$ cat config.mk
export PLATFORM = sky130hd
export DESIGN_NAME = cdgs_top
export DESIGN_NICKNAME = d
export VERILOG_FILES = /design/src/cdgs_pkg.sv /design/src/cdgs_edge_div.sv /design/src/cdgs_glitchless_sel.sv /design/src/cdgs_top.sv
export SDC_FILE = /design/constraint.sdc
export NUM_CORES = 1
export LEC_CHECK = 0
export ABC_AREA = 1
export BUFFER_PORTS_ARGS = -buffer_cell sky130_fd_sc_hd__buf_2
export CORE_MARGIN = 2
export CORE_UTILIZATION = 45
export CTS_BUF_LIST = sky130_fd_sc_hd__clkbuf_8
export DETAILED_ROUTE_END_ITERATION = 10
export PLACE_DENSITY = 0.63
export RECOVER_POWER = 100
export SLEW_MARGIN = 25
export SYNTH_ARGS = -nofsm -noshare
export SYNTH_HDL_FRONTEND = slang
export SYNTH_HIERARCHICAL = 1
export SYNTH_SLANG_ARGS = --single-unit
$ cat constraint.sdc
create_clock -name CLK_IN -period 5 [get_ports CLK_IN]
set_input_delay 0 -clock CLK_IN [delete_from_list [all_inputs] [get_ports CLK_IN]]
set_output_delay 0 -clock CLK_IN [all_outputs]
set_load 0.03 [all_outputs]
$ cat src/cdgs_pkg.sv
// Constants, types and helpers for the clock divide, gate and select block
// Assumes one system clock; clock sources arrive as sampled levels
package cdgs_pkg;
   localparam int NUM_QUAD   = 4;
   localparam int NUM_LINE   = 8;
   localparam int NUM_EXT    = 8;
   localparam int NUM_POOL   = NUM_EXT + 1;
   localparam int NUM_SEC    = 8;
   localparam int NUM_REGION = 2;
   localparam int NUM_SLICE  = 3;
   localparam int SEL_W      = 4;
   localparam int SLC_W      = 8;
   localparam int SLC_CTL    = 4;
   localparam int LINE_SIX   = 6;
   // Register byte offsets
   localparam logic [7:0] OFS_CTRL   = 8'h00;
   localparam logic [7:0] OFS_DCS    = 8'h04;
   localparam logic [7:0] OFS_STAT   = 8'h08;
   localparam logic [7:0] OFS_CMUX0  = 8'h10;
   localparam logic [7:0] OFS_SLICE0 = 8'h20;
   localparam logic [7:0] REG_STRIDE = 8'h04;
   // Control register fields
   localparam int CTL_MODE = 0;
   localparam int CTL_DRST = 2;
   localparam int CTL_REL  = 3;
   localparam int CTL_GATE = 4;
   localparam int CTL_DSRC = 8;
   // Reset values
   localparam logic [31:0] CTRL_RST = 32'h0000_00f4;
   localparam logic [31:0] CMUX_RST = 32'h7654_3210;
   localparam logic [31:0] ZERO_RST = 32'h0000_0000;
   // Select codes
   localparam logic [3:0] SEL_DIV  = 4'h8;
   localparam logic [3:0] SLC_NONE = 4'h0;
   localparam logic [3:0] SLC_PRI  = 4'h1;
   localparam logic [3:0] SLC_SEC  = 4'h9;
   localparam logic [3:0] SEC_GAP  = 4'h3;
   localparam logic [2:0] CTL_NONE = 3'h0;
   localparam logic [2:0] CTL_SC7  = 3'h5;
   localparam int         SC_LAST  = 7;
   typedef enum logic [1:0] {
      DIV_BY2 = 2'b00, DIV_BY4 = 2'b01, DIV_BY8 = 2'b10
   } cdgs_mode_e;
   typedef enum logic [1:0] {SEL_FOLLOW = 2'b01, SEL_HOLD = 2'b10} cdgs_sel_e;

   // Accept a new level once the second and third stages agree
   function automatic logic [7:0] sync_agree(input logic [7:0] s2,
      input logic [7:0] s3, input logic [7:0] old);
      return (s2 & ~(s2 ^ s3)) | (old & (s2 ^ s3));
   endfunction : sync_agree

   function automatic logic pick_src(input logic [NUM_POOL-1:0] pool,
      input logic [3:0] sel);
      return (int'(sel) < NUM_POOL) ? pool[sel] : 1'b0;
   endfunction : pick_src

   function automatic logic div_tap(input logic [2:0] cnt,
      input logic [1:0] mode);
      return (mode == DIV_BY8) ? cnt[2] : (mode == DIV_BY4) ? cnt[1] : cnt[0];
   endfunction : div_tap

   // Slice clock: primaries, then secondaries 0-2 and 4-7, none gives one
   function automatic logic slice_clk(input logic [3:0] sel,
      input logic [7:0] pri, input logic [7:0] sec);
      logic [3:0] k;
      k = sel - SLC_SEC;
      if (sel == SLC_NONE) return 1'b1;
      if (sel < SLC_SEC) return pri[3'(sel - SLC_PRI)];
      return sec[(k < SEC_GAP) ? 3'(k) : 3'(k + 4'h1)];
   endfunction : slice_clk

   // Slice control: secondaries 0-3 and 7, none or illegal gives one
   function automatic logic slice_ctl(input logic [2:0] sel,
      input logic [7:0] sec);
      if (sel == CTL_NONE || sel > CTL_SC7) return 1'b1;
      if (sel == CTL_SC7) return sec[SC_LAST];
      return sec[sel - 3'h1];
   endfunction : slice_ctl
endpackage : cdgs_pkg

$ cat src/cdgs_edge_div.sv
// Edge clock divider: divides a sampled source clock by two, four or eight
// Assumes control inputs come from logic on the same clock
module cdgs_edge_div
   import cdgs_pkg::*;
(
   // Clock and reset
   input  wire logic       clk_in,
   input  wire logic       rst_n_in,
   // Divider control
   input  wire logic       div_rst_in,
   input  wire logic       release_in,
   input  wire logic [1:0] mode_in,
   // Source and divided outputs
   input  wire logic       src_in,
   output logic            div_clk_out,
   output logic            div_en_out,
   output logic            run_out
);
   logic [2:0] cnt_ff;
   logic       run_ff;
   logic       src_d_ff;
   logic       div_en_ff;
   logic       rise;

   assign rise = src_in & ~src_d_ff;

   always_ff @(posedge clk_in) begin
      if (!rst_n_in) src_d_ff <= 1'b0;
      else src_d_ff <= src_in;
   end

   always_ff @(posedge clk_in) begin
      if (!rst_n_in || div_rst_in) run_ff <= 1'b0;
      else if (release_in) run_ff <= 1'b1;
   end

   always_ff @(posedge clk_in) begin
      if (!rst_n_in || div_rst_in || !run_ff) cnt_ff <= 3'h0;
      else if (rise) cnt_ff <= cnt_ff + 3'h1;
   end

   always_ff @(posedge clk_in) begin
      if (!rst_n_in || div_rst_in) div_en_ff <= 1'b0;
      else div_en_ff <= run_ff & rise & ~div_tap(cnt_ff, mode_in)
                        & div_tap(cnt_ff + 3'h1, mode_in);
   end

   // Divider reset forces the clock and enable outputs low without waiting for an edge; run_out clears at the next edge
   assign div_clk_out = div_tap(cnt_ff, mode_in) & run_ff & ~div_rst_in;
   assign div_en_out  = div_en_ff & ~div_rst_in;
   assign run_out     = run_ff;
endmodule : cdgs_edge_div

$ cat src/cdgs_glitchless_sel.sv
// Glitchless two-input clock selector for one primary line
// Assumes both inputs are sampled clocks on the system clock
module cdgs_glitchless_sel
   import cdgs_pkg::*;
(
   // Clock and reset
   input  wire logic clk_in,
   input  wire logic rst_n_in,
   // Candidate clocks and select
   input  wire logic clk_a_in,
   input  wire logic clk_b_in,
   input  wire logic sel_in,
   // Selected clock and state
   output logic      clk_out,
   output logic      cur_out,
   output logic      hold_out
);
   cdgs_sel_e state_ff;
   cdgs_sel_e nxt_state;
   logic      cur_ff;
   logic      out_ff;
   logic      nxt_cur;
   logic      nxt_out;
   logic      cur_clk;
   logic      new_clk;

   assign cur_clk = cur_ff ? clk_b_in : clk_a_in;
   assign new_clk = sel_in ? clk_b_in : clk_a_in;

   always_comb begin
      nxt_state = state_ff;
      nxt_cur   = cur_ff;
      nxt_out   = out_ff;
      unique case (state_ff)
         SEL_FOLLOW: begin
            if (sel_in != cur_ff && !cur_clk) begin
               nxt_state = SEL_HOLD;
               nxt_out   = 1'b0;
            end else begin
               nxt_out = cur_clk;
            end
         end
         SEL_HOLD: begin
            nxt_out = 1'b0;
            if (!new_clk) begin
               nxt_cur   = sel_in;
               nxt_state = SEL_FOLLOW;
            end
         end
         default: begin
            nxt_state = SEL_HOLD;
            nxt_out   = 1'b0;
         end
      endcase
   end

   always_ff @(posedge clk_in) begin
      if (!rst_n_in) begin
         state_ff <= SEL_FOLLOW;
         cur_ff   <= 1'b0;
         out_ff   <= 1'b0;
      end else begin
         state_ff <= nxt_state;
         cur_ff   <= nxt_cur;
         out_ff   <= nxt_out;
      end
   end

   assign clk_out  = out_ff;
   assign cur_out  = cur_ff;
   assign hold_out = (state_ff == SEL_HOLD);
endmodule : cdgs_glitchless_sel

$ cat src/cdgs_top.sv
// Clock divide, quadrant gate, glitchless select and slice clock muxes
// Assumes an AHB-Lite master on CLK_IN; clock sources are sampled levels
module cdgs_top
   import cdgs_pkg::*;
(
   // Clock and reset
   input  wire logic                               CLK_IN,
   input  wire logic                               RST_N_IN,
   // AHB-Lite slave
   input  wire logic                               HSEL_IN,
   input  wire logic [31:0]                        HADDR_IN,
   input  wire logic [1:0]                         HTRANS_IN,
   input  wire logic                               HWRITE_IN,
   input  wire logic [2:0]                         HSIZE_IN,
   input  wire logic [31:0]                        HWDATA_IN,
   input  wire logic                               HREADY_IN,
   output logic      [31:0]                        HRDATA_OUT,
   output logic                                    HREADYOUT_OUT,
   output logic                                    HRESP_OUT,
   // Clock sources from pins, PLL, DLL, delay lines and routing
   input  wire logic [NUM_EXT-1:0]                 CLK_SRC_IN,
   input  wire logic [NUM_SEC-1:0]                 SEC_SRC_IN,
   // Divider outputs
   output logic                                    DIV_CLK_OUT,
   output logic                                    DIV_EN_OUT,
   // Quadrant primary lines and slice clocks and controls
   output logic      [NUM_QUAD*NUM_LINE-1:0]       QUAD_CLK_OUT,
   output logic      [NUM_REGION*NUM_SLICE-1:0]    SLICE_CLK_OUT,
   output logic      [NUM_REGION*NUM_SLICE-1:0]    SLICE_CTRL_OUT
);
   localparam int NQL = NUM_QUAD * NUM_LINE;
   localparam int NSL = NUM_REGION * NUM_SLICE;
   localparam int NDS = NUM_QUAD * 2;

   // Bus state
   logic                   take;
   logic                   wr_ph_ff;
   logic                   rd_pend_ff;
   logic [7:0]             addr_ff;
   logic [31:0]            hrdata_ff;
   logic [31:0]            rd_data;
   // Registers
   logic [31:0]            ctrl_ff;
   logic [NDS-1:0]         dcs_ff;
   logic [31:0]            cmux_ff [NUM_QUAD];
   logic [SLC_W*NUM_SLICE-1:0] slice_ff [NUM_REGION];
   // Synchronisers
   logic [NUM_EXT-1:0]     src_s1_ff;
   logic [NUM_EXT-1:0]     src_s2_ff;
   logic [NUM_EXT-1:0]     src_s3_ff;
   logic [NUM_EXT-1:0]     src_ff;
   logic [NUM_SEC-1:0]     sec_s1_ff;
   logic [NUM_SEC-1:0]     sec_s2_ff;
   logic [NUM_SEC-1:0]     sec_s3_ff;
   logic [NUM_SEC-1:0]     sec_ff;
   // Clock network
   logic                   div_clk;
   logic                   div_run;
   logic [NUM_POOL-1:0]    pool;
   logic [NQL-1:0]         cm;
   logic [NQL-1:0]         ln;
   logic [NQL-1:0]         gate_ff;
   logic [NQL-1:0]         quad_ff;
   logic [NDS-1:0]         dcs_clk;
   logic [NDS-1:0]         dcs_cur;
   logic [NDS-1:0]         dcs_hold;
   logic [NSL-1:0]         slc_clk_ff;
   logic [NSL-1:0]         slc_ctl_ff;

   // Bus: writes complete with no wait, reads take one wait state
   assign take = HSEL_IN & HREADY_IN & HTRANS_IN[1];

   always_ff @(posedge CLK_IN) begin
      if (!RST_N_IN) begin
         wr_ph_ff   <= 1'b0;
         rd_pend_ff <= 1'b0;
         addr_ff    <= 8'h00;
      end else if (HREADY_IN) begin
         wr_ph_ff   <= take & HWRITE_IN;
         rd_pend_ff <= take & ~HWRITE_IN;
         if (take) addr_ff <= HADDR_IN[7:0];
      end else begin
         wr_ph_ff   <= 1'b0;
         rd_pend_ff <= 1'b0;
      end
   end

   always_ff @(posedge CLK_IN) begin
      if (!RST_N_IN) hrdata_ff <= ZERO_RST;
      else if (rd_pend_ff) hrdata_ff <= rd_data;
   end

   always_comb begin
      rd_data = ZERO_RST;
      if (addr_ff == OFS_CTRL) rd_data = ctrl_ff;
      if (addr_ff == OFS_DCS) rd_data = {24'h0, dcs_ff};
      if (addr_ff == OFS_STAT)
         rd_data = {8'h00, dcs_hold, dcs_cur, 6'h00, div_clk, div_run};
      for (int q = 0; q < NUM_QUAD; q++) begin
         if (addr_ff == OFS_CMUX0 + 8'(q) * REG_STRIDE) rd_data = cmux_ff[q];
      end
      for (int r = 0; r < NUM_REGION; r++) begin
         if (addr_ff == OFS_SLICE0 + 8'(r) * REG_STRIDE)
            rd_data = {8'h00, slice_ff[r]};
      end
   end

   assign HRDATA_OUT    = hrdata_ff;
   assign HREADYOUT_OUT = ~rd_pend_ff;
   assign HRESP_OUT     = 1'b0;

   // Control and selector registers
   always_ff @(posedge CLK_IN) begin
      if (!RST_N_IN) begin
         ctrl_ff <= CTRL_RST;
         dcs_ff  <= '0;
      end else if (wr_ph_ff) begin
         if (addr_ff == OFS_CTRL) ctrl_ff <= HWDATA_IN;
         if (addr_ff == OFS_DCS) dcs_ff <= HWDATA_IN[NDS-1:0];
      end
   end

   // Center mux select registers, one nibble per line
   always_ff @(posedge CLK_IN) begin
      for (int q = 0; q < NUM_QUAD; q++) begin
         if (!RST_N_IN) cmux_ff[q] <= CMUX_RST;
         else if (wr_ph_ff && addr_ff == OFS_CMUX0 + 8'(q) * REG_STRIDE)
            cmux_ff[q] <= HWDATA_IN;
      end
   end

   // Slice select registers; slice three has none
   always_ff @(posedge CLK_IN) begin
      for (int r = 0; r < NUM_REGION; r++) begin
         if (!RST_N_IN) slice_ff[r] <= '0;
         else if (wr_ph_ff && addr_ff == OFS_SLICE0 + 8'(r) * REG_STRIDE)
            slice_ff[r] <= HWDATA_IN[SLC_W*NUM_SLICE-1:0];
      end
   end

   // Source synchronisers
   always_ff @(posedge CLK_IN) begin
      if (!RST_N_IN) begin
         src_s1_ff <= '0;
         src_s2_ff <= '0;
         src_s3_ff <= '0;
         src_ff    <= '0;
      end else begin
         src_s1_ff <= CLK_SRC_IN;
         src_s2_ff <= src_s1_ff;
         src_s3_ff <= src_s2_ff;
         src_ff    <= sync_agree(src_s2_ff, src_s3_ff, src_ff);
      end
   end

   always_ff @(posedge CLK_IN) begin
      if (!RST_N_IN) begin
         sec_s1_ff <= '0;
         sec_s2_ff <= '0;
         sec_s3_ff <= '0;
         sec_ff    <= '0;
      end else begin
         sec_s1_ff <= SEC_SRC_IN;
         sec_s2_ff <= sec_s1_ff;
         sec_s3_ff <= sec_s2_ff;
         sec_ff    <= sync_agree(sec_s2_ff, sec_s3_ff, sec_ff);
      end
   end

   // Edge clock divider fed from a chosen source
   cdgs_edge_div u_div (
      .clk_in      (CLK_IN),
      .rst_n_in    (RST_N_IN),
      .div_rst_in  (ctrl_ff[CTL_DRST]),
      .release_in  (ctrl_ff[CTL_REL]),
      .mode_in     (ctrl_ff[CTL_MODE +: 2]),
      .src_in      (src_ff[ctrl_ff[CTL_DSRC +: 3]]),
      .div_clk_out (div_clk),
      .div_en_out  (DIV_EN_OUT),
      .run_out     (div_run)
   );

   assign DIV_CLK_OUT = div_clk;
   assign pool = {div_clk, src_ff};

   // Center muxes: any source onto any line of any quadrant
   always_comb begin
      for (int i = 0; i < NQL; i++) begin
         cm[i] = pick_src(pool, cmux_ff[i / NUM_LINE][(i % NUM_LINE) * SEL_W
                          +: SEL_W]);
      end
   end

   // Two selectors per quadrant on lines six and seven
   for (genvar d = 0; d < NDS; d++) begin : g_dcs
      cdgs_glitchless_sel u_sel (
         .clk_in   (CLK_IN),
         .rst_n_in (RST_N_IN),
         .clk_a_in (cm[(d / 2) * NUM_LINE + LINE_SIX]),
         .clk_b_in (cm[(d / 2) * NUM_LINE + LINE_SIX + 1]),
         .sel_in   (dcs_ff[d]),
         .clk_out  (dcs_clk[d]),
         .cur_out  (dcs_cur[d]),
         .hold_out (dcs_hold[d])
      );
   end

   always_comb begin
      for (int i = 0; i < NQL; i++) begin
         if (i % NUM_LINE >= LINE_SIX)
            ln[i] = dcs_clk[(i / NUM_LINE) * 2 + i % NUM_LINE
                            - LINE_SIX];
         else
            ln[i] = cm[i];
      end
   end

   // Gate enable changes only while the line is low, so no runt pulse
   always_ff @(posedge CLK_IN) begin
      for (int i = 0; i < NQL; i++) begin
         if (!RST_N_IN) gate_ff[i] <= 1'b1;
         else if (!ln[i]) gate_ff[i] <= ctrl_ff[CTL_GATE + i / NUM_LINE];
      end
   end

   always_ff @(posedge CLK_IN) begin
      if (!RST_N_IN) quad_ff <= '0;
      else quad_ff <= ln & gate_ff;
   end

   assign QUAD_CLK_OUT = quad_ff;

   // Slice clock and control muxes, region r fed by quadrant r
   always_ff @(posedge CLK_IN) begin
      for (int i = 0; i < NSL; i++) begin
         if (!RST_N_IN) begin
            slc_clk_ff[i] <= 1'b1;
            slc_ctl_ff[i] <= 1'b1;
         end else begin
            slc_clk_ff[i] <= slice_clk(
               slice_ff[i / NUM_SLICE][(i % NUM_SLICE) * SLC_W +: SEL_W],
               quad_ff[(i / NUM_SLICE) * NUM_LINE +: NUM_LINE],
               sec_ff);
            slc_ctl_ff[i] <= slice_ctl(
               slice_ff[i / NUM_SLICE][(i % NUM_SLICE) * SLC_W + SLC_CTL +: 3],
               sec_ff);
         end
      end
   end

   assign SLICE_CLK_OUT  = slc_clk_ff;
   assign SLICE_CTRL_OUT = slc_ctl_ff;
endmodule : cdgs_top

## After elaboration in Yosys (flattened, before gate mapping)

Memory sizes are Yosys's and may differ from the RTL's.
Index checks and enable logic that the tools add are counted.

- $add $sub $neg: 25
- Magnitude comparators: 101
- Equal/unequal tests: 56
- Mux-type cells: 326
- Bitwise operators: 50
- Reduce and logical (&&, ||, !) cells: 73

Operator list:

| kind | count |
|---|---|
| $mux 32 | 13 |
| $mux 1 | 230 |
| $lt 4x5->1 const B | 32 |
| $lt 4x4->1 const B | 38 |
| $bmux 1 s4 | 32 |
| $lt 3x4->1 const B | 19 |
| $bmux 1 s3 | 19 |
| $mux 24 | 2 |
| $reduce_and 2->1 | 20 |
| $sub 3x1->3 const B | 12 |
| $and 32x32->32 | 1 |
| $and 8x8->8 | 4 |
| $eq 8x5->1 const B | 4 |
| $mux 2 | 16 |
| $pmux 2 s2 | 8 |
| $logic_not 4->1 | 6 |
| $lt 4x2->1 const B | 6 |
| $reduce_or 3->1 | 8 |
| $sub 4x4->4 const B | 6 |
| $not 1->1 | 22 |
| $add 3x1->3 const B | 7 |
| $eq 2x1->1 const B | 9 |
| $eq 2x2->1 const B | 9 |
| $eq 3x3->1 const B | 6 |
| 18 further kinds | 102 |

- Register bits: 260
- Bits in writable memories: 176
- Input bits: 90
- Output and inout port bits: 80
- Logic and storage cells: 710
- Memories kept: 2

Memory list:

| name | words | bits a word | rd ports | clocked after Yosys merged registers in | write ports | RTL line | text |
|---|---|---|---|---|---|---|---|
| cmux_ff | 4 | 32 | 4 | 0 | 4 | cdgs_top.sv:45 | `logic [31:0] cmux_ff [NUM_QUAD];` |
| slice_ff | 2 | 24 | 2 | 0 | 2 | cdgs_top.sv:46 | `logic [SLC_W*NUM_SLICE-1:0] slice_ff [NUM_REGION];` |

## Logic depth before layout (Yosys ltp)

- Word-level depth: 13
- Mapped depth: 17
- Depth with buffers taken out: 15

## Cells and area by module

Netlist, hierarchy kept.

Modules (own cells, without submodules):

| module | instances | cells each | area each (µm²) | sequential area each (µm²) |
|---|---|---|---|---|
| cdgs_top | 1 | 2659 | 20397.1 | 9729.3 |
| cdgs_glitchless_sel | 8 | 29 | 205.2 | 80.1 |
| cdgs_edge_div | 1 | 51 | 329.1 | 120.1 |

## Worst setup path before layout

OpenSTA, ideal clock, no wires.

- Kind: register -> register
- Start point: reg addr_ff[7]
- End point: mem cmux_ff[1][0] (enable)
- Library setup time: 0.466 ns
- Arrival: 3.269 ns
- Data required time: 4.534 ns
- Setup slack: 1.265 ns
- Cell stages (with the launch flop): 8
- Path buffers: 2
- Clock period less this slack: 3.735 ns
- Cells stage by stage: dfxtp_1 -> nor2_1 -> nand3_1 -> inv_2 -> nand2_1 -> buf_6 -> buf_6 -> o21ai_0

RTL lines:

| what | RTL line | text |
|---|---|---|
| from (decl) | cdgs_top.sv:39 | `logic [7:0] addr_ff;` |
| from (signal assigned) | cdgs_top.sv:81 | `if (take) addr_ff <= HADDR_IN[7:0];` |
| to (decl) | cdgs_top.sv:45 |  |

==> flow_summary.ini <==
[status]
status = finished with violations
violations = max-capacitance violations, max-slew violations

[routing]
drt_iter0_drc = 2506
totalWireLength_um = 75300
drcViolationCount = 0
num_vias = 21496
ant_nets = 0
wl_per_cell_um = 19.5
firstDrtPassIters = 6
viasPerCell = 5.56

[placement]
port_buffers = 140
placed_area_um2 = 23600
place.gp.congestion = 0.963
dpl.hpwl_um = 51800
place_inst = 3660
pre_cts_ws_ns = 1.98

[grt]
grt_first_pass_wirelength_um = 115000
use_met1_pct = 37.6
grt.busiest_layer = met2
grt.met3_usage_pct = 4.28
gr-total-overflow = 0
gr-usage-all-layers_pct = 29.2
antenna_found_initial = 0
grtUsageMet2_pct = 47.5
grt_max_degree = 88
grt_pass1_vias = 20545

[yosys]
synth_top_family_by_area = simple AND/OR/NAND/NOR gates
synth_xor_area_share_pct = 0.548
avgSynthCellArea_um2 = 7.60
synth_compound_area_share_pct = 18.3
postSynthCellCount = 2942
synthAdderAreaFrac_pct = 1.73
synthMuxAreaShare_pct = 0
netlist.area_leader.share_pct = 23.6
ys_seq_elements = 436
synth-simple-area-share_pct = 23.4
synth.area.top_cells = edfxtp_1, dfxtp_1, nand2_1
synth_cell_types = 50
synth_area_um2 = 22400
synth_fp_nets = 3063
yosysWarnings = 6
ys_seq_area_share_pct = 46.9
yosys.area.top_type = edfxtp_1

[worst_setup_path]
critical_path_class = flip-flop to flip-flop
cp-start-kind = flip-flop
required_ns = 5.34
cp.arrival_ns = 4.33
cp_max_fo = 20
reg2regPathDepth = 6
worstSetupEndpointType = flip-flop

[timing]
skew_ns = 0.0338
fmax_mhz = 251
fin_crit_ns = 3.98
worstMarginPinSlew_ns = 3.35
fin_crit_sh_pct = 79.7
finalHoldViolations = 0
finalSetupTns_ns = 0
final-setup-viol-count = 0
relSlewSlack_pct = -123
finalMaxSlewViolations = 146
rsz0062_at_grt = no
fin_ws_ns = 1.02

[worst_hold_path]
holdPathStages = 4
hold_path_class = input port to flip-flop

[layout]
layout.nets = 3259
syn_to_final_growth_pct = 14.1
fin_util_pct = 52.0
layout-drive-gt1-share_pct = 7.81
final_cells = 3865
nFillCells = 4791
finalInstanceArea_um2 = 25500
antenna_cells = 0

[clock_tree]
cts-root-buf = clkbuf_8
cts_tree = built
cts_buffers = 76
cts_hold_buf = 64
cts_max_path_buffers = 3
cts_sinks = 436
cts_setup_buffers = 0
cts_resized = 0
clk_pin_slew_ns = 0.06
clock_latency_ns = 0.67
h-tree-depth = 3

[floorplan]
dieArea_um2 = 51500
core-area_um2 = 49100
ioPinCount = 170
die_h_um = 227
rows = 81
die_x_um = 227
initial_core_util_pct = 45.6

[flow_run]
max-cap-violations = 5

[power_and_ir_drop]
ir_drop_v = 0.000159
powerDensity_nw_per_um2 = 313
power.leakage_uw = 0.0110
## cells in the mapped netlist (all sizes together)
library cell    n
nand2         630
inv           364
a21oi         325
o21ai         315
nor2          288
dfxtp         260
nand3         220
edfxtp        176
clkbuf         63
buf            62
o211ai         59
ha             31
nand4          24
nor3           17
nand3b         15
xnor2          14
clkinv         11
o2111ai        11
nor4           10
o21bai          9
a21o            7
o41ai           5
a221oi          4
or2             4
o21a            3
or4             3
a211oi          2
o221ai          2
o32ai           2
a31oi           1
a32oi           1
and2            1
conb            1
nor3b           1
o31ai           1
## path summary, 6_finish.rpt
path | end | from | slack, ns
worst max-delay path | cmux_ff[3][22] | addr_ff[7] | 1.02
worst min-delay path | src_s1_ff[4] | CLK_SRC_IN[4] | 0.05
worst max register to register | cmux_ff[3][22] | addr_ff[7] | 1.02
worst min register to register | src_s3_ff[3] | src_s2_ff[3] | 0.40
## stage by stage
| step | total power, µW | hold slack (ns) |
|---|---|---|
| after floorplan | 4390 | 0.0724 |
| after global placement | 4610 | 0.179 |
| after detailed placement | 4630 | 0.187 |
| after CTS | 8060 | 0.00439 |
| after global routing | 8310 | 0.0476 |
| final | 8000 | 0.0509 |
## cell type report
cell class	instances	area (µm²)	area share, %
Clock buffer	90	1240	4.85
Clock inverter	51	353	1.38
Inverter	375	1410	5.52
Multi-Input combinational cell	2006	9740	38.1
Sequential cell	436	10500	41.1
Tap cell	664	831	3.25
Timing Repair Buffer	243	1470	5.75
## worst max-delay path: stages (launching register included)
cell and delay (ns):
dfxtp_1 0.31, nor2_1 0.15, nand3_1 0.29, inv_2 0.22, nand3_2 0.14, o21ai_0 1.97
buf_4 0.57
## cell families after synthesis
kind of cell | count (synthesis)
DFF | 436
and+or+nand+nor | 1213
buffers and inverters | 500
AOI/OAI and AO/OA | 747
other | 1
adders and majority gates | 31
xor gates and xnor gates | 14
## registers in the layout, summed over array words and instances, names as in the netlist, 16 cells and up, named ones only
register,cells
g_dcs.u_sel/state_ff,16
gate_ff,32
HRDATA_OUT,32
slice_ff,48
cmux_ff,128
QUAD_CLK_OUT,32
ctrl_ff,32
## layer usage
metal | wire, µm | part of all wire (%)
met1 | 30500 | 41
met2 | 34400 | 46
met3 | 6370 | 8.5
met4 | 4020 | 5.3
met5 | 0 | 0
## layout by cell type, fill, tap and decap left out, types with 12 or more instances in the layout
cell and count:
nor3_1 15, nor2_1 274, a21oi_1 322, ha_1 31
nand3b_1 15, o211ai_1 59, nand2_1 620, clkbuf_8 90
clkinv_1 20, buf_2 61, nand3_1 210, inv_2 12
nand4_1 24, dfxtp_1 259, inv_1 374, buf_4 19
nor2_2 13, dlygate4sd3_1 64, xnor2_1 14, edfxtp_1 176
o21ai_0 304, clkbuf_1 98
## report_power, final
group | internal [µW] | total (µW) | switching (µW)
Sequential | 3800 | 3880 | 79.6
Clock | 1900 | 3410 | 1510
Combinational | 221 | 710 | 489
Total | 5920 | 8000 | 2080
Power figures use the tool's default switching activity.
